## config.mk

```make
export PLATFORM = sky130hd
export DESIGN_NAME = port_config_device_flat
export DESIGN_NICKNAME = d
export VERILOG_FILES = /design/src/verilog/port_config_pkg.sv /design/src/verilog/cfg_link_if.sv /design/src/verilog/port_config_device.sv /design/src/flat_wrapper.sv
export VERILOG_INCLUDE_DIRS = /design/src /design/src/verilog
export SDC_FILE = /design/constraint.sdc
export NUM_CORES = 1
export LEC_CHECK = 0
export BUFFER_PORTS_ARGS = -buffer_cell sky130_fd_sc_hd__buf_2
export CAP_MARGIN = 20
export CORE_ASPECT_RATIO = 0.9
export CORE_MARGIN = 2
export CORE_UTILIZATION = 42
export CTS_CLUSTER_DIAMETER = 60
export CTS_CLUSTER_SIZE = 25
export DETAILED_ROUTE_END_ITERATION = 16
export PLACE_DENSITY = 0.78
export SYNTH_ARGS = -nofsm -noshare
export SYNTH_HDL_FRONTEND = slang
export SYNTH_SLANG_ARGS = --single-unit
```

## constraint.sdc

```tcl
create_clock -name clk -period 4.2 [get_ports clk]
set_clock_uncertainty 0.2 [all_clocks]
set_input_delay 0.21 -clock clk [delete_from_list [all_inputs] [get_ports clk]]
set_output_delay 0.21 -clock clk [all_outputs]
set_load 0.005 [all_outputs]
```

## src/verilog/port_config_consts.svh

```systemverilog
`ifndef PORT_CONFIG_CONSTS_SVH
`define PORT_CONFIG_CONSTS_SVH

// Register indices on the link (byte address is four times the index)
`define REG_HOST_PORT_CFG 8'h04
`define REG_IRQ_STATUS 8'h10
`define REG_IRQ_ENABLE 8'h11
`define REG_IRQ_CLEAR 8'h12

// Field positions in host_port_configuration
`define CFG_THRESH_HI 11
`define CFG_THRESH_LO 10
`define CFG_TX_CUT 9
`define CFG_RX_CUT 8
`define CFG_STAMP_EN 7
`define CFG_STAMP_SEL 6
`define CFG_PROTECT 5
`define CFG_SEQ_EN 4
`define CFG_RESERVED3 3

// Field reset values
`define CFG_THRESH_RST 2'h0
`define CFG_BIT_RST 1'h0

// Credit thresholds per threshold code
`define CREDIT_THR_0 8'h01
`define CREDIT_THR_1 8'h04
`define CREDIT_THR_2 8'h08
`define CREDIT_THR_3 8'h10

// Interrupt status bits
`define IRQ_CREDIT 0
`define IRQ_PROT_ERR 1
`define IRQ_STAMP 2
`define IRQ_BITS 3

// Integrity check polynomial
`define CRC8_POLY 8'h07

// Time base
`define CLK_PERIOD_NS 64'h000000000000000a

// Strap sampling
`define STRAP_SETTLE 2'h3

// Host register indices on the software port
`define HREG_CTRL 4'h0
`define HREG_ADDR 4'h1
`define HREG_WDATA 4'h2
`define HREG_CMD 4'h3
`define HREG_STATUS 4'h4
`define HREG_RDATA 4'h5

// Host field positions
`define HCTL_GENERIC 0
`define HCTL_EXPECT_PROT 1
`define HCMD_WRITE 0
`define HCMD_READ 1
`define HST_BUSY 0
`define HST_DONE 1
`define HST_REFUSED 2
`define HST_INTEGRITY 3
`define HST_SEALED 4

`endif

```

## src/verilog/port_config_pkg.sv

```systemverilog
`include "port_config_consts.svh"

package port_config_pkg;

   typedef enum logic [1:0] {
      host_idle,
      host_issue,
      host_capture
   } host_state_t;

   typedef logic [7:0] crc8_t;

   function automatic crc8_t crc8(input logic [31:0] d);
      crc8_t c;
      c = 8'h00;
      for (int i = 31; i >= 0; i--) begin
         if (c[7] ^ d[i]) begin
            c = {c[6:0], 1'b0} ^ `CRC8_POLY;
         end else begin
            c = {c[6:0], 1'b0};
         end
      end
      return c;
   endfunction

endpackage

```

## src/verilog/cfg_link_if.sv

```systemverilog
`timescale 1ns/1ps
`default_nettype none

interface cfg_link_if;
   // Request from host
   logic wr;
   logic rd;
   logic [7:0] addr;
   logic [31:0] wdata;
   logic [31:0] wdata_n;
   logic [7:0] wcrc;
   logic generic;
   // Answer from device, cycle after rd
   logic [31:0] rdata;
   logic [31:0] rdata_n;
   logic [7:0] rcrc;

   modport device (
      input wr, rd, addr, wdata, wdata_n, wcrc, generic,
      output rdata, rdata_n, rcrc
   );

   modport host (
      output wr, rd, addr, wdata, wdata_n, wcrc, generic,
      input rdata, rdata_n, rcrc
   );
endinterface

`default_nettype wire

```

## src/verilog/port_config_device.sv

```systemverilog
// Chosen here: the plain strobed port and the register offsets.
`timescale 1ns/1ps
`default_nettype none

module port_config_device
   import port_config_pkg::*;
(
   // Clock and reset
   input wire logic clk,
   input wire logic rstn,
   // Link to host
   cfg_link_if.device link,
   // Strap pin
   input wire logic protect_strap,
   // Transmit buffer side
   input wire logic [7:0] tx_credit_count,
   input wire logic tx_data_waiting,
   input wire logic tx_frame_complete,
   input wire logic chunk_sequence_bit,
   // Receive buffer side
   input wire logic rx_data_waiting,
   input wire logic rx_frame_complete,
   // Stamp requests
   input wire logic rx_stamp_req,
   input wire logic tx_stamp_req,
   // Mode outputs
   output logic tx_cut_through_en,
   output logic rx_cut_through_en,
   output logic frame_stamp_en,
   output logic frame_stamp_format_sel,
   output logic control_protection_en,
   // Forwarding
   output logic tx_forward_go,
   output logic rx_forward_go,
   // Stamp result
   output logic stamp_valid,
   output logic [63:0] stamp_value,
   // Interrupt
   output logic irq
);

   ////////////////////////////////////////////////////////////////////////
   // Configuration fields

   logic [1:0] tx_credit_irq_threshold;
   logic chunk_seq_retry_en;
   logic [`IRQ_BITS-1:0] irq_status;
   logic [`IRQ_BITS-1:0] irq_enable;
   logic credit_above;
   logic [63:0] time_ns;

   ////////////////////////////////////////////////////////////////////////
   // Strap capture

   logic strap_s1;
   logic strap_s2;
   logic strap_s3;
   logic [1:0] strap_wait;
   logic strap_taken;

   always_ff @(posedge clk) begin
      if (!rstn) begin
         strap_s1 <= 1'b0;
         strap_s2 <= 1'b0;
         strap_s3 <= 1'b0;
      end else begin
         strap_s1 <= protect_strap;
         strap_s2 <= strap_s1;
         strap_s3 <= strap_s2;
      end
   end

   // Held only until the first settled sample after reset
   wire strap_ready = (strap_wait == `STRAP_SETTLE) && (strap_s2 == strap_s3);

   always_ff @(posedge clk) begin
      if (!rstn) begin
         strap_wait <= 2'h0;
         strap_taken <= 1'b0;
         control_protection_en <= `CFG_BIT_RST;
      end else begin
         if (strap_wait != `STRAP_SETTLE) begin
            strap_wait <= strap_wait + 2'h1;
         end
         if (strap_ready && !strap_taken) begin
            strap_taken <= 1'b1;
            control_protection_en <= strap_s3;
         end
      end
   end

   ////////////////////////////////////////////////////////////////////////
   // Write integrity and decode

   wire cmp_ok = (link.wdata_n == ~link.wdata);
   wire crc_ok = (link.wcrc == crc8(link.wdata));
   wire check_ok = link.generic ? crc_ok : cmp_ok;
   wire write_ok = !control_protection_en || check_ok;
   wire prot_err_evt = link.wr && control_protection_en && !check_ok;

   wire wr_cfg = link.wr && write_ok && (link.addr == `REG_HOST_PORT_CFG);
   wire wr_ien = link.wr && write_ok && (link.addr == `REG_IRQ_ENABLE);
   wire wr_clr = link.wr && write_ok && (link.addr == `REG_IRQ_CLEAR);

   // Protection bit is loaded from the strap and bit three has no storage, so writes fall away
   always_ff @(posedge clk) begin
      if (!rstn) begin
         tx_credit_irq_threshold <= `CFG_THRESH_RST;
         tx_cut_through_en <= `CFG_BIT_RST;
         rx_cut_through_en <= `CFG_BIT_RST;
         frame_stamp_en <= `CFG_BIT_RST;
         frame_stamp_format_sel <= `CFG_BIT_RST;
         chunk_seq_retry_en <= `CFG_BIT_RST;
      end else if (wr_cfg) begin
         tx_credit_irq_threshold <=
            link.wdata[`CFG_THRESH_HI:`CFG_THRESH_LO];
         tx_cut_through_en <= link.wdata[`CFG_TX_CUT];
         rx_cut_through_en <= link.wdata[`CFG_RX_CUT];
         frame_stamp_en <= link.wdata[`CFG_STAMP_EN];
         frame_stamp_format_sel <= link.wdata[`CFG_STAMP_SEL];
         // Stored for readback only; no retry engine exists
         chunk_seq_retry_en <= link.wdata[`CFG_SEQ_EN];
      end
   end

   ////////////////////////////////////////////////////////////////////////
   // Read path

   wire [31:0] cfg_word = {
      20'h00000,
      tx_credit_irq_threshold,
      tx_cut_through_en,
      rx_cut_through_en,
      frame_stamp_en,
      frame_stamp_format_sel,
      control_protection_en,
      chunk_seq_retry_en,
      1'b0,
      3'h0
   };

   wire [31:0] rd_mux =
      (link.addr == `REG_HOST_PORT_CFG) ? cfg_word :
      (link.addr == `REG_IRQ_STATUS) ? {29'h0, irq_status} :
      (link.addr == `REG_IRQ_ENABLE) ? {29'h0, irq_enable} :
      32'h00000000;

   wire [31:0] rd_word = link.rd ? rd_mux : 32'h00000000;
   wire prot_chunk = control_protection_en && !link.generic;
   wire prot_generic = control_protection_en && link.generic;

   always_ff @(posedge clk) begin
      if (!rstn) begin
         link.rdata <= 32'h00000000;
         link.rdata_n <= 32'h00000000;
         link.rcrc <= 8'h00;
      end else begin
         link.rdata <= rd_word;
         link.rdata_n <= (link.rd && prot_chunk) ? ~rd_word
                                                 : 32'h00000000;
         link.rcrc <= (link.rd && prot_generic) ? crc8(rd_word)
                                                : 8'h00;
      end
   end

   ////////////////////////////////////////////////////////////////////////
   // Credit threshold

   wire [7:0] credit_thr =
      (tx_credit_irq_threshold == 2'h0) ? `CREDIT_THR_0 :
      (tx_credit_irq_threshold == 2'h1) ? `CREDIT_THR_1 :
      (tx_credit_irq_threshold == 2'h2) ? `CREDIT_THR_2 :
      `CREDIT_THR_3;

   // Generic protocol has no credit scheme, so the level is held low there
   wire credit_level = !link.generic && (tx_credit_count >= credit_thr);
   wire credit_evt = credit_level && !credit_above;

   always_ff @(posedge clk) begin
      if (!rstn) begin
         credit_above <= 1'b0;
      end else begin
         credit_above <= credit_level;
      end
   end

   ////////////////////////////////////////////////////////////////////////
   // Forwarding

   always_ff @(posedge clk) begin
      if (!rstn) begin
         tx_forward_go <= 1'b0;
         rx_forward_go <= 1'b0;
      end else begin
         tx_forward_go <= tx_cut_through_en ? tx_data_waiting
                                            : tx_frame_complete;
         rx_forward_go <= rx_cut_through_en ? rx_data_waiting
                                            : rx_frame_complete;
      end
   end

   ////////////////////////////////////////////////////////////////////////
   // Time stamps

   wire stamp_evt = frame_stamp_en && (rx_stamp_req || tx_stamp_req);
   wire [63:0] stamp_pick = frame_stamp_format_sel ? time_ns
                                                   : {32'h0, time_ns[31:0]};

   always_ff @(posedge clk) begin
      if (!rstn) begin
         time_ns <= 64'h0;
         stamp_valid <= 1'b0;
         stamp_value <= 64'h0;
      end else begin
         time_ns <= time_ns + `CLK_PERIOD_NS;
         stamp_valid <= stamp_evt;
         if (stamp_evt) begin
            stamp_value <= stamp_pick;
         end
      end
   end

   ////////////////////////////////////////////////////////////////////////
   // Interrupts

   wire [`IRQ_BITS-1:0] irq_events = {stamp_evt, prot_err_evt, credit_evt};
   wire [`IRQ_BITS-1:0] clr_mask = wr_clr ? link.wdata[`IRQ_BITS-1:0]
                                          : {`IRQ_BITS{1'b0}};
   // Set beats clear so an event in the clearing cycle survives
   wire [`IRQ_BITS-1:0] next_status = (irq_status & ~clr_mask) | irq_events;
   wire [`IRQ_BITS-1:0] next_enable = wr_ien ? link.wdata[`IRQ_BITS-1:0]
                                             : irq_enable;

   always_ff @(posedge clk) begin
      if (!rstn) begin
         irq_status <= {`IRQ_BITS{1'b0}};
         irq_enable <= {`IRQ_BITS{1'b0}};
         irq <= 1'b0;
      end else begin
         irq_status <= next_status;
         irq_enable <= next_enable;
         irq <= |(next_status & next_enable);
      end
   end

endmodule // port_config_device

`default_nettype wire

```

## src/flat_wrapper.sv

```systemverilog
// flat-port wrapper written by rule: the top's interface ports become plain ports
module port_config_device_flat import port_config_pkg::*;
  (clk, rstn, protect_strap, tx_credit_count, tx_data_waiting, tx_frame_complete, chunk_sequence_bit, rx_data_waiting, rx_frame_complete, rx_stamp_req, tx_stamp_req, tx_cut_through_en, rx_cut_through_en, frame_stamp_en, frame_stamp_format_sel, control_protection_en, tx_forward_go, rx_forward_go, stamp_valid, stamp_value, irq, link_wr, link_rd, link_addr, link_wdata, link_wdata_n, link_wcrc, link_generic, link_rdata, link_rdata_n, link_rcrc);
  cfg_link_if link_i ();
  input wire logic clk;
  input wire logic rstn;
  input wire logic protect_strap;
  input wire logic [7:0] tx_credit_count;
  input wire logic tx_data_waiting;
  input wire logic tx_frame_complete;
  input wire logic chunk_sequence_bit;
  input wire logic rx_data_waiting;
  input wire logic rx_frame_complete;
  input wire logic rx_stamp_req;
  input wire logic tx_stamp_req;
  output logic tx_cut_through_en;
  output logic rx_cut_through_en;
  output logic frame_stamp_en;
  output logic frame_stamp_format_sel;
  output logic control_protection_en;
  output logic tx_forward_go;
  output logic rx_forward_go;
  output logic stamp_valid;
  output logic [63:0] stamp_value;
  output logic irq;
  input wire logic [$bits(link_i.wr)-1:0] link_wr;
  input wire logic [$bits(link_i.rd)-1:0] link_rd;
  input wire logic [$bits(link_i.addr)-1:0] link_addr;
  input wire logic [$bits(link_i.wdata)-1:0] link_wdata;
  input wire logic [$bits(link_i.wdata_n)-1:0] link_wdata_n;
  input wire logic [$bits(link_i.wcrc)-1:0] link_wcrc;
  input wire logic [$bits(link_i.generic)-1:0] link_generic;
  output wire logic [$bits(link_i.rdata)-1:0] link_rdata;
  output wire logic [$bits(link_i.rdata_n)-1:0] link_rdata_n;
  output wire logic [$bits(link_i.rcrc)-1:0] link_rcrc;
  assign link_i.wr = link_wr;
  assign link_i.rd = link_rd;
  assign link_i.addr = link_addr;
  assign link_i.wdata = link_wdata;
  assign link_i.wdata_n = link_wdata_n;
  assign link_i.wcrc = link_wcrc;
  assign link_i.generic = link_generic;
  assign link_rdata = link_i.rdata;
  assign link_rdata_n = link_i.rdata_n;
  assign link_rcrc = link_i.rcrc;
  port_config_device u_core (.clk(clk), .rstn(rstn), .link(link_i), .protect_strap(protect_strap), .tx_credit_count(tx_credit_count), .tx_data_waiting(tx_data_waiting), .tx_frame_complete(tx_frame_complete), .chunk_sequence_bit(chunk_sequence_bit), .rx_data_waiting(rx_data_waiting), .rx_frame_complete(rx_frame_complete), .rx_stamp_req(rx_stamp_req), .tx_stamp_req(tx_stamp_req), .tx_cut_through_en(tx_cut_through_en), .rx_cut_through_en(rx_cut_through_en), .frame_stamp_en(frame_stamp_en), .frame_stamp_format_sel(frame_stamp_format_sel), .control_protection_en(control_protection_en), .tx_forward_go(tx_forward_go), .rx_forward_go(rx_forward_go), .stamp_valid(stamp_valid), .stamp_value(stamp_value), .irq(irq));
endmodule
```

After elaboration in Yosys (flattened, before gate mapping). Index checks and enable logic that the tools add are counted.

Bits in registers: 225. Output and inout port bits: 145.

Add/sub/neg operators: 2. Order comparisons: 1. Equality and inequality tests: 11. Muxes and demuxes: 108. Bitwise gates (word level): 130. Reduce and logical (&&, ||, !) cells: 27.

Operators with widths (count): 8-bit 2-to-1 mux (33); 3-bit 2-to-1 mux (67); 3-bit inverter (63); 32-bit 2-to-1 mux (3); 64-bit by 4-bit adder with 64-bit output (second input constant) (1); 64-bit 2-to-1 mux (1); 32-bit inverter (2); 1-bit bitwise XOR (57); 32-bit equality test (1); 8-bit by 5-bit equality test with 1-bit output (second input constant) (3); 1-bit logical AND (15); 8-bit by 3-bit equality test with 1-bit output (second input constant) (1); 8-bit equality test (1); 8-bit >= comparator (1); 3-bit AND (2); 1-bit zero test (5); 5-bit 2-to-1 mux (1); 1-bit bitwise XOR (first input constant) (5); 2-bit equality test (second input constant) (2); 2-bit AND reduction (2); 1-bit 2-to-1 mux (3); 3-bit OR (1); 3-bit AND reduction (1); 3-bit OR reduction (1); other kinds (6) (7).

Longest topological paths before layout. Gate-level depths: netlist (run 1).

Depth after elaboration: 99. Gate-level depth with buffers: 13. Gate-level depth less buffers: 11.

Worst setup path before layout (run 1). OpenSTA, ideal clock, no wires.

Path kind: input to register. Start: in link_wdata[25]. End: reg u_core.irq. Library setup time: 0.137 ns. Arrival: 2.744 ns. Setup slack: 1.119 ns. Cell stages on the path: 12. Buffers on the path: 1. Path through: buf_4 -> xnor3_2 -> xnor2_1 -> xnor2_1 -> xnor2_1 -> xnor3_1 -> mux2i_1 -> and3_1 -> a32o_2 -> and2_1 -> o21ai_1 -> o311ai_2.

Longest elaborated chain between the ends: 33.

Ends and longest elaborated chain: start: declaration (RTL line flat_wrapper.sv:29) `input wire logic [$bits(link_i.wdata)-1:0] link_wdata;`; 1-bit bitwise XOR (RTL line port_config_pkg.sv:17) `if (c[7] ^ d[i]) begin`; 3-bit 2-to-1 mux (RTL line port_config_pkg.sv:17); 3-bit inverter (no line); 3-bit 2-to-1 mux (RTL line port_config_pkg.sv:17); 3-bit inverter (no line) / 1-bit bitwise XOR (equally long branches); 3-bit 2-to-1 mux (RTL line port_config_pkg.sv:17); 1-bit bitwise XOR / 3-bit inverter (equally long branches); 3-bit 2-to-1 mux (RTL line port_config_pkg.sv:17); (+17 left out); 1-bit logical AND (RTL line port_config_device.sv:102, port_config_device.sv:103); 1-bit logical AND (RTL line port_config_device.sv:103) `` wire wr_clr = link.wr && write_ok && (link.addr == `REG_IRQ_CLEAR); ``; 3-bit 2-to-1 mux (RTL line port_config_device.sv:227) `` wire [`IRQ_BITS-1:0] clr_mask = wr_clr ? link.wdata[`IRQ_BITS-1:0] ``; 3-bit inverter (RTL line port_config_device.sv:230) `` wire [`IRQ_BITS-1:0] next_status = (irq_status & ~clr_mask) | irq_events; ``; 3-bit AND (RTL line port_config_device.sv:230); 3-bit OR (RTL line port_config_device.sv:230); 3-bit AND * (RTL line port_config_device.sv:242) `irq <= |(next_status & next_enable);`; 3-bit OR reduction * (RTL line port_config_device.sv:242); end signal: assignment (RTL line port_config_device.sv:242); end: declaration (RTL line port_config_device.sv:39) `output logic irq`.

Mark *: on every way between the ends. The rest lies on a longest branch, timed or not. A chain may end at the register's enable or synchronous reset.

Worst setup path in the final report (run 1).
Start: in link_wdata[10]. End: reg u_core.irq.

Longest elaborated chain between the ends: 23.

Ends and longest elaborated chain (RTL line): 1-bit bitwise XOR (port_config_pkg.sv:17); 3-bit 2-to-1 mux (port_config_pkg.sv:17); 3-bit inverter (no line); 3-bit 2-to-1 mux (port_config_pkg.sv:17); 3-bit inverter (no line); 3-bit 2-to-1 mux (port_config_pkg.sv:17); 1-bit bitwise XOR (port_config_pkg.sv:17); 3-bit 2-to-1 mux (port_config_pkg.sv:17); (+7 left out); 1-bit logical AND (port_config_device.sv:102, port_config_device.sv:103); 1-bit logical AND (port_config_device.sv:103); 3-bit 2-to-1 mux (port_config_device.sv:227); 3-bit inverter (port_config_device.sv:230); 3-bit AND (port_config_device.sv:230); 3-bit OR (port_config_device.sv:230); 3-bit AND * (port_config_device.sv:242); 3-bit OR reduction * (port_config_device.sv:242).

Marks and branches as above.

==> results of run 1 <==
## layout make-up
type / count / area [µm²] / share of cell area [%]
Inverter: 10 / 38.79 / 0.3717
Sequential cell: 182 / 3643 / 34.92
Clock buffer: 18 / 429.2 / 4.113
Tap cell: 255 / 319.1 / 3.058
Clock inverter: 14 / 180.2 / 1.727
Timing Repair Buffer: 246 / 1331 / 12.76
Multi-Input combinational cell: 677 / 4492 / 43.05
## registers in the layout, indices dropped and copies added, names as in the netlist, 2 cells and up
signal,cells
u_core.stamp_value,63
u_core.time_ns,63
u_core.link.rdata_n,12
u_core.link.rdata,11
u_core.link.rcrc,8
u_core.irq_enable,3
u_core.irq_status,3
u_core.strap_wait,2
u_core.tx_credit_irq_threshold,2
## per-stage QoR
stage | area (µm²) | utilization [%] | hold slack, ps
final | 10430 | 52.04 | 17.66
after CTS | 10430 | 52.04 | 10.22
after detailed placement | 9664 | 48.21 | 219.3
after global routing | 10430 | 52.04 | 31.84
after floorplan | 8687 | - | 137.3
after global placement | 9664 | 48.21 | 220.7
## synth_stat cells, types with 5 or more instances
library cell | instances | area share [%]
nor3_1 | 9 | 0.52
nand2_1 | 107 | 4.7
nand4_1 | 9 | 0.65
dfxtp_1 | 182 | 42
ha_1 | 6 | 0.87
nor4_1 | 6 | 0.44
clkbuf_1 | 32 | 1.4
nor2_1 | 90 | 3.9
nor2b_1 | 8 | 0.58
or3_1 | 20 | 1.5
xnor2_1 | 79 | 8.0
inv_1 | 10 | 0.44
and2_1 | 13 | 0.94
nand3_1 | 20 | 1.2
nand2b_1 | 5 | 0.36
xnor3_2 | 5 | 1.4
a22o_1 | 32 | 3.3
a21oi_1 | 66 | 3.8
mux2i_1 | 18 | 2.1
o21ai_1 | 8 | 0.47
o21ai_0 | 23 | 1.3
and3_1 | 22 | 1.6
xnor3_1 | 12 | 3.1
buf_4 | 43 | 3.8
xor2_1 | 66 | 6.7
buf_2 | 11 | 0.64
## layer usage
metal	vias to the layer above	share of wire, %	track usage [%]
met5	-	0	0
met4	0	1.3	5.556
met3	29	5.6	4.889
met2	210	47	30.85
met1	3263	46	24.82
li1	3474	-	-
## worst min-delay path, cell delays in order
cell	delay (ps)
buf_2	190
mux2i_1	120
nor2_1	80
## power breakdown
group          internal (W)  leakage (nW)  switching [W]
logic              0.000435          2.81       0.000410
registers           0.00174          1.47      0.0000122
clock network      0.000908         0.293       0.000730
total               0.00308          4.57        0.00115
## what timing repair did
item                                    in CTS  in global routing
hold endpoints to repair                    15                  0
hold buffers                                16                  0
buffers inserted                             0                  0
endpoints found under the setup margin       0                  0
## final timing paths
path                       from              endpoint  depth (start not counted)
min               link_wdata[2]  u_core.irq_enable[2]                          3
min reg2reg     u_core.strap_s1       u_core.strap_s2                          1
max              link_wdata[10]            u_core.irq                         13
max reg2reg  u_core.time_ns[10]    u_core.time_ns[61]                         11
## logic make-up (layout without fill, tap and decap cells)
| family | after synthesis | after routing | share of synthesized area (%) |
|---|---|---|---|
| xor gates and xnor gates | 166 | 166 | 20.25 |
| AOI/OAI and AO/OA | 140 | 140 | 10.13 |
| and+or+nand+nor | 325 | 325 | 17.81 |
| buffers and inverters | 100 | 288 | 6.483 |
| DFF | 182 | 182 | 42.33 |
| muxes | 18 | 18 | 2.093 |
| other | 1 | 22 | 0.04356 |
| adders and majority gates | 6 | 6 | 0.8721 |
==> results.cfg, run 1 <==
[placed_design]
dp_slack_ps = 716.6
gp_congestion = 0.8970
placed_cells = 1354
dp.final_hpwl_mm = 14.75
port_buffers = 222

[worst_setup_path]
worst_path_dominant_cell_family = XOR/XNOR gates
cp_data_required_time_ps = 4290
startpoint_type = input port
critPathMaxFanout = 3
path_cells = dlygate4sd3_1, buf_2, xnor3_1, xnor2_1, xnor3_1, xnor2_1, xnor3_1, mux2i_1, and3_1, a32o_2, mux2i_1, nand3b_1, o311ai_2
critPathBufInv = 2
cp_slowest_cell = dlygate4sd3_1
endpoint_kind = flip-flop
path_common_cell = xnor3_1
arrival_ps = 3650
crit_type = in2reg
r2r_slack_ps = 820
worst_path_largest_cell_delay_ps = 510

[power]
pwr_density_cell_mw_per_mm2 = 405.9
finalPower_w = 0.004235
vdd_drop_max_uv = 251.6
leakagePower_nw = 4.571

[status]
status = finished, final reports clean

[finish]
final_cell_mix = buf_2, dfxtp_1, nand2_1
final_layout_size_suffix_gt1_share_pct = 24.59
fillerInstances = 1779
layout_commonest_cell = buf_2
fin_nets = 1241
area_growth_pct = 21.21
instances_no_fill = 1402
insertedDiodeCount = 0

[route]
vias = 6976
wl_mm = 20.47
routed_via_density = 4.976
first_pass_iters = 4
final_antenna_net_count = 0
wire_per_inst_um = 14.60
drc = 0
dr.first_iter.drc_count = 290

[cts]
clock-root-buffer = clkbuf_16
clk_latency_ps = 430
cts_num_sinks = 182
clk_pin_slew_worst_paths_ps = 70
cts_tree = done
cts_max_level = 4
cts_buffer_depth = 2
cts_repair_resize_count = 0
numCtsBuffers = 17

[grt]
overflow = 0
grt_max_degree = 74
grt_usage_pct = 18.95
grt_pass1_vias = 6779
grt_pass1_wl_mm = 33.31
antenna_found_initial = 0

[timing]
hold_viol = 0
rsz0062_at_grt = no
fin_crit_sh_pct = 84.75
fin_crit_ps = 3559
maxSlewViolCount = 0
worstMarginPinSlew_ps = 784.0
worst_slack_ps = 640.5
slew_headroom_pct = 47.74
max_freq_ghz = 0.2809
fin_tns_setup_ps = 0
setup_viol = 0

[yosys]
synth_area_mm2 = 0.008608
synthFlopType = dfxtp_1
async_flop_share_pct = 0
syn-instance-count = 938
synth_cell_types = 53
ys_seq_elements = 182
synth_seq_area_share_pct = 42.33
synth-edff-count = 0
syn_area_per_cell_um2 = 9.177
ys_warn_count = 0

[job]
drv_cap = 0

[die]
io_pins = 246
rows = 49
dieArea_mm2 = 0.02166
dieHeight_um = 139.8
initial_core_util_pct = 42.94
die_w_um = 154.9
core_area_mm2 = 0.02005

[worst_hold_path]
hold_class = in2reg
Power figures use the tool's default switching activity.
==> run 2: changes to the inputs <==
--- a/config.mk
+++ b/config.mk
@@ -6,6 +6,7 @@
 export SDC_FILE = /design/constraint.sdc
 export NUM_CORES = 1
 export LEC_CHECK = 0
+export ABC_AREA = 1
 export BUFFER_PORTS_ARGS = -buffer_cell sky130_fd_sc_hd__buf_2
 export CAP_MARGIN = 20
 export CORE_ASPECT_RATIO = 0.9
@@ -14,7 +15,7 @@
 export CTS_CLUSTER_DIAMETER = 60
 export CTS_CLUSTER_SIZE = 25
 export DETAILED_ROUTE_END_ITERATION = 16
-export PLACE_DENSITY = 0.78
+export PLACE_DENSITY = 0.77
 export SYNTH_ARGS = -nofsm -noshare
 export SYNTH_HDL_FRONTEND = slang
 export SYNTH_SLANG_ARGS = --single-unit
==> constraint.sdc (replaced) <==
create_clock -name clk -period 3.55 [get_ports clk]
set_clock_uncertainty 0.2 [all_clocks]
set_input_delay 0.1775 -clock clk [delete_from_list [all_inputs] [get_ports clk]]
set_output_delay 0.1775 -clock clk [all_outputs]
set_load 0.005 [all_outputs]
==> run 2 against run 1 <==
  * Via count up 41%
  * Area after synthesis up 12%
  * Clock power up 15%
  * Wire length up 32%
  * Design area up 15%
  * Register-to-register slack worse by 780 ps
  * Core utilization up 0.94 points
  * Critical path depth up 9
  * Critical endpoint is now u_core.time_ns[60]
  * Largest power group unchanged
==> results.cfg, run 2 <==
[route]
first_pass_iters = 5
wl_mm = 26.97
drc = 0
vias = 9822
dr.first_iter.drc_count = 708
wire_per_inst_um = 13.92
routed_via_density = 5.068
final_antenna_net_count = 0

[timing]
maxSlewViolCount = 0
fin_crit_sh_pct = 98.92
fin_crit_ps = 3512
worstMarginPinSlew_ps = 793.9
slew_headroom_pct = 46.88
max_freq_ghz = 0.2848
rsz0062_at_grt = yes
hold_viol = 0
setup_viol = 0

[yosys]
ys_warn_count = 0
synth.most_common_cell = nand2_1
async_flop_share_pct = 0
synth_seq_area_share_pct = 37.68
synth_area_leaders = dfxtp_1, nand2_1, inv_1
syn_area_per_cell_um2 = 6.941
yosys.area.top_type = dfxtp_1
synthFlopType = dfxtp_1
synth_area_mm2 = 0.009669
ys_seq_elements = 182
synth_cell_types = 52
syn-instance-count = 1393
synth.top_cell.area_share_pct = 37.68
synthTopCellsByCount = nand2_1, dfxtp_1, inv_1, nand3_1, nor2_1
synth-edff-count = 0

[job]
drv_cap = 0

[worst_setup_path]
arrival_ps = 3680
path_cells = a21oi_4, nor3_4, nand2_1, nor2_2, nand3_2, nor2_4, nand3_4, nor3_4, nand2_2, nor2_4, nand2_2, nor2_4, nand4_1, nor2_2, nand2_2, nor2_4, nand2_4, nor3_4, nand2_2, nor2_2, o21ai_0, a21oi_1
critPathMaxFanout = 4
worst_path_largest_cell_delay_ps = 370
crit_type = reg2reg
cp_slowest_cell = dfxtp_4
startpoint_type = flip-flop
endpoint_kind = flip-flop
r2r_slack_ps = 40
cp_data_required_time_ps = 3720

[grt]
grt_max_degree = 54
antenna_found_initial = 1
grt_usage_pct = 21.98
grt_pass1_wl_mm = 43.11
grt_pass1_vias = 9065
overflow = 0

[die]
dieArea_mm2 = 0.02425
initial_core_util_pct = 42.83
die_w_um = 163.9
io_pins = 246
dieHeight_um = 147.9
core_area_mm2 = 0.02258
rows = 52

[placed_design]
gp_congestion = 0.9473
dp.final_hpwl_mm = 20.16
port_buffers = 222
place_area_mm2 = 0.01086

[finish]
final_layout_size_suffix_gt1_share_pct = 23.61
final_cell_area_mm2 = 0.01196
area_growth_pct = 23.71
final_cell_mix = nand2_1, buf_2, dfxtp_1
reg_top3 = u_core.stamp_value: 63 flops, u_core.time_ns: 63 flops, u_core.link.rdata_n: 12 flops
layout_commonest_cell = nand2_1
fin_nets = 1733

[power]
finalPower_w = 0.004817
power_frac_seq_pct = 43.1
p_clk_share_pct = 39.0
pwr_density_cell_mw_per_mm2 = 402.7
vdd_drop_max_uv = 279.2
combPwrFrac_pct = 17.9
leakagePower_nw = 5.763
internal-power_w = 0.003381
swShare_pct = 29.82
p_sw_w = 0.001437

[worst_hold_path]
hold_class = in2reg

[cts]
cts_buffer_depth = 2
numCtsBuffers = 17
clk_pin_slew_worst_paths_ps = 80
cts_max_level = 4
cts_num_sinks = 182
clock-root-buffer = clkbuf_16
clk_latency_ps = 440
cts_tree = done

[status]
status = finished, final reports clean
==> run 2: power by group through the flow <==
stage,sequential [W],combinational (W),clock [W]
after global placement,0.00212,0.000768,0
after CTS,0.00207,0.000818,0.00192
final,0.00208,0.000861,0.00188
after floorplan,0.00212,0.000601,0
after detailed placement,0.00212,0.000797,0
after global routing,0.00208,0.000980,0.00201
==> run 2: cell families after synthesis <==
logic type      after synthesis  share of synthesized area, %
fa+ha+maj                     6                        0.7764
compound gates              233                         13.76
buf+inv                     250                         11.44
xor+xnor                     32                         3.325
other cells                   1                       0.03878
flops                       182                         37.68
simple gates                689                         32.98
==> run 2: path summary, 6_finish.rpt <==
check,from,endpoint,cells after the start
worst max-delay path,u_core.time_ns[1],u_core.time_ns[60],22
worst min-delay path,link_addr[0],u_core.irq_status[1],5
worst max register to register,u_core.time_ns[1],u_core.time_ns[60],22
worst min register to register,u_core.strap_s1,u_core.strap_s2,2
==> run 2: metal layers <==
| metal | up-vias | global-route usage, % | wire length, µm |
|---|---|---|---|
| li1 | 4977 | - | - |
| met1 | 4463 | 29.73 | 12420 |
| met2 | 345 | 35.17 | 12140 |
| met3 | 37 | 4.770 | 2009 |
| met4 | 0 | 6.535 | 411 |
| met5 | - | 0 | 0 |
==> run 2: timing repair <==
item | CTS | global route
endpoints found under the hold margin | 32 | 0
hold buffers | 20 | 0
buffers inserted | 0 | 19
gates resized for setup | 0 | 45
setup endpoints to repair | 0 | 8
==> run 2: area by class of cell <==
class | count | area (µm²)
diodes | 2 | 5.005
clock buffers | 17 | 425.4
clock inverters | 15 | 160.2
fillers | 2114 | 10620
inverters | 173 | 649.4
multi-input cells | 982 | 5170
flip-flops and latches | 182 | 3654
well taps | 297 | 371.6
repair buffers | 270 | 1526
==> run 2: worst max-delay path, delay by kind of cell (launching register included) <==
family	cells	cell delay (ps)
simple gates	19	2610
flops	1	370
compound gates	3	290
==> run 2: stage by stage <==
stage / utilization, % / std cells / setup slack (ps) / setup TNS (ps) / hold slack (ps)
6_report: 52.98 / 1938 / 38.34 / 0 / 13.64
5_1_grt: 52.98 / 1938 / -203.2 / -676.1 / 46.01
4_1_cts: 51.60 / 1918 / 95.01 / 0 / 0.6111
3_5_place_dp: 48.12 / 1866 / 112.5 / 0 / 188.9
3_3_place_gp: 48.12 / 1866 / 189.7 / 0 / 186.2
2_1_floorplan: - / 1414 / 418.3 / 0 / 75.13
==> run 3: changes to the inputs <==
--- a/config.mk
+++ b/config.mk
@@ -11,11 +11,12 @@
 export CAP_MARGIN = 20
 export CORE_ASPECT_RATIO = 0.9
 export CORE_MARGIN = 2
-export CORE_UTILIZATION = 42
+export CORE_UTILIZATION = 40
 export CTS_CLUSTER_DIAMETER = 60
 export CTS_CLUSTER_SIZE = 25
 export DETAILED_ROUTE_END_ITERATION = 16
-export PLACE_DENSITY = 0.77
+export PLACE_DENSITY = 0.62
+export REMOVE_ABC_BUFFERS = 1
 export SYNTH_ARGS = -nofsm -noshare
 export SYNTH_HDL_FRONTEND = slang
 export SYNTH_SLANG_ARGS = --single-unit
==> run 3 against run 2 <==
  * The flow now finishes with violations (negative hold slack)
  * Sequential cell count is the same
  * Die area grew 4.9%
  * Clock power is essentially flat
  * Via count shrank 2.7%
  * Core utilization shrank 2.0 points
  * Sequential share of layout area shrank 0.13 points
  * Wire length shrank 0.87%
  * Total power is essentially flat
  * Critical path depth is the same
  * Largest cell class unchanged
  * Largest power group unchanged
==> results.cfg, run 3 (synthesis results as in run 2) <==
[status]
status = finished, violations left
failed_checks = negative hold slack

[route]
first_pass_iters = 7
dr.first_iter.drc_count = 579
vias = 9559
routed_via_density = 4.927
drc = 0
wire_per_inst_um = 13.78
final_antenna_net_count = 0
wl_mm = 26.74

[timing]
worstMarginPinSlew_ps = 965.1
maxSlewViolCount = 0
hold_viol = 1
fin_crit_ps = 3465
fin_crit_sh_pct = 97.60
worst_slack_ps = 85.20
max_freq_ghz = 0.2886
setup_viol = 0
whs_ps = -22.18
rsz0062_at_grt = yes
slew_headroom_pct = 35.66

[worst_setup_path]
startpoint_type = flip-flop
arrival_ps = 3630
endpoint_kind = flip-flop
cp_data_required_time_ps = 3710
crit_type = reg2reg
critPathMaxFanout = 4

[grt]
antenna_found_initial = 3
grt_max_degree = 100
overflow = 0
grt_pass1_vias = 8574
grt_pass1_wl_mm = 42.44
grt_usage_pct = 20.79

[die]
io_pins = 246
dieArea_mm2 = 0.02543
die_w_um = 167.9
initial_core_util_pct = 41.07
core_area_mm2 = 0.02354
rows = 53
dieHeight_um = 151.5

[worst_hold_path]
hold_class = in2reg

[finish]
fin_nets = 1732
layout_commonest_cell = nand2_1
final_cell_mix = nand2_1, buf_2, dfxtp_1
reg_top3 = u_core.stamp_value: 63 flops, u_core.time_ns: 63 flops, u_core.link.rdata_n: 12 flops
final_util_pct = 50.94
final_cell_area_mm2 = 0.01199
final_layout_size_suffix_gt1_share_pct = 23.47
multi_input_area_mm2 = 0.005205
area_growth_pct = 24.02
area.sequential_mm2 = 0.003647
fillerInstances = 2385

[cts]
cts_tree = done
cts_buffer_depth = 2
clock-root-buffer = clkbuf_16
cts_num_sinks = 182
clk_pin_slew_worst_paths_ps = 60
clk_latency_ps = 430
cts_max_level = 4
numCtsBuffers = 17

[placed_design]
port_buffers = 222
gp_congestion = 0.8782
dp.final_hpwl_mm = 20.42
place_area_mm2 = 0.01088
dp_slack_ps = 122.2

[power]
finalPower_w = 0.004820
pwr_density_cell_mw_per_mm2 = 402.0
vdd_drop_max_uv = 273.7
leakagePower_nw = 5.731

[job]
drv_cap = 0
run 3: per-layer routing:
| metal | GRT usage, % | share of wire, % | vias up | wire length, µm |
|---|---|---|---|---|
| met3 | 3.584 | 6.3 | 33 | 1685 |
| met5 | 0 | 0.052 | - | 14 |
| met1 | 28.13 | 47 | 4267 | 12480 |
| met4 | 6.130 | 1.6 | 2 | 439 |
| li1 | - | - | 4976 | - |
| met2 | 34.24 | 45 | 281 | 12120 |
run 3: worst paths after layout:
check	endpoint	startpoint	depth (start not counted)	slack, ps
max reg2reg	u_core.time_ns[60]	u_core.time_ns[1]	22	90
min reg2reg	u_core.time_ns[1]	u_core.time_ns[1]	1	230
max	u_core.time_ns[60]	u_core.time_ns[1]	22	90
min	u_core.irq_status[1]	link_wdata[1]	4	-20
run 3: metrics by stage:
step                setup TNS [ps]  hold WS (ps)  cells
floorplan                   -38560         70.95   1337
global placement                 0         184.9   1872
detailed placement               0         188.4   1872
CTS                              0         2.312   1926
global route                -678.8         54.18   1939
finish                           0        -22.18   1940
run 3: cell type report:
type / instances / share of cell area [%]
inverter: 173 / 5.415
sequential: 182 / 30.42
clock buffer: 20 / 3.725
antenna: 2 / 0.04174
tap: 302 / 3.151
clock inverter: 10 / 1.096
timing repair buffer: 269 / 12.75
multi-input combinational: 982 / 43.41
run 3: critical path, cell delays in order (launching register included):
cell	delay, ps
dfxtp_2	350
a21oi_1	100
nor3_2	220
nand2_1	110
nor2_4	130
nand3_2	100
nor2_4	140
nand3_4	100
nor3_4	220
nand2_2	110
nor2_4	130
nand2_2	80
nor2_4	100
nand4_1	150
nor2_2	200
nand2_2	100
nor2_4	100
nand2_2	80
nor3_4	220
nand2_2	90
nor2_2	110
o21ai_0	80
a21oi_1	160
run 3: timing repair:
action / in CTS / in global routing
setup endpoints to repair: 0 / 10
setup buffers: 0 / 13
hold buffers: 24 / 0
resized for setup: 0 / 52
endpoints found under the hold margin: 36 / 0
run 3: where the power goes:
part	switching (W)	internal, W	total, W
logic	0.000543	0.000326	0.000869
clock network	0.000763	0.00111	0.00188
registers	0.0000141	0.00206	0.00208
total	0.00132	0.00350	0.00482
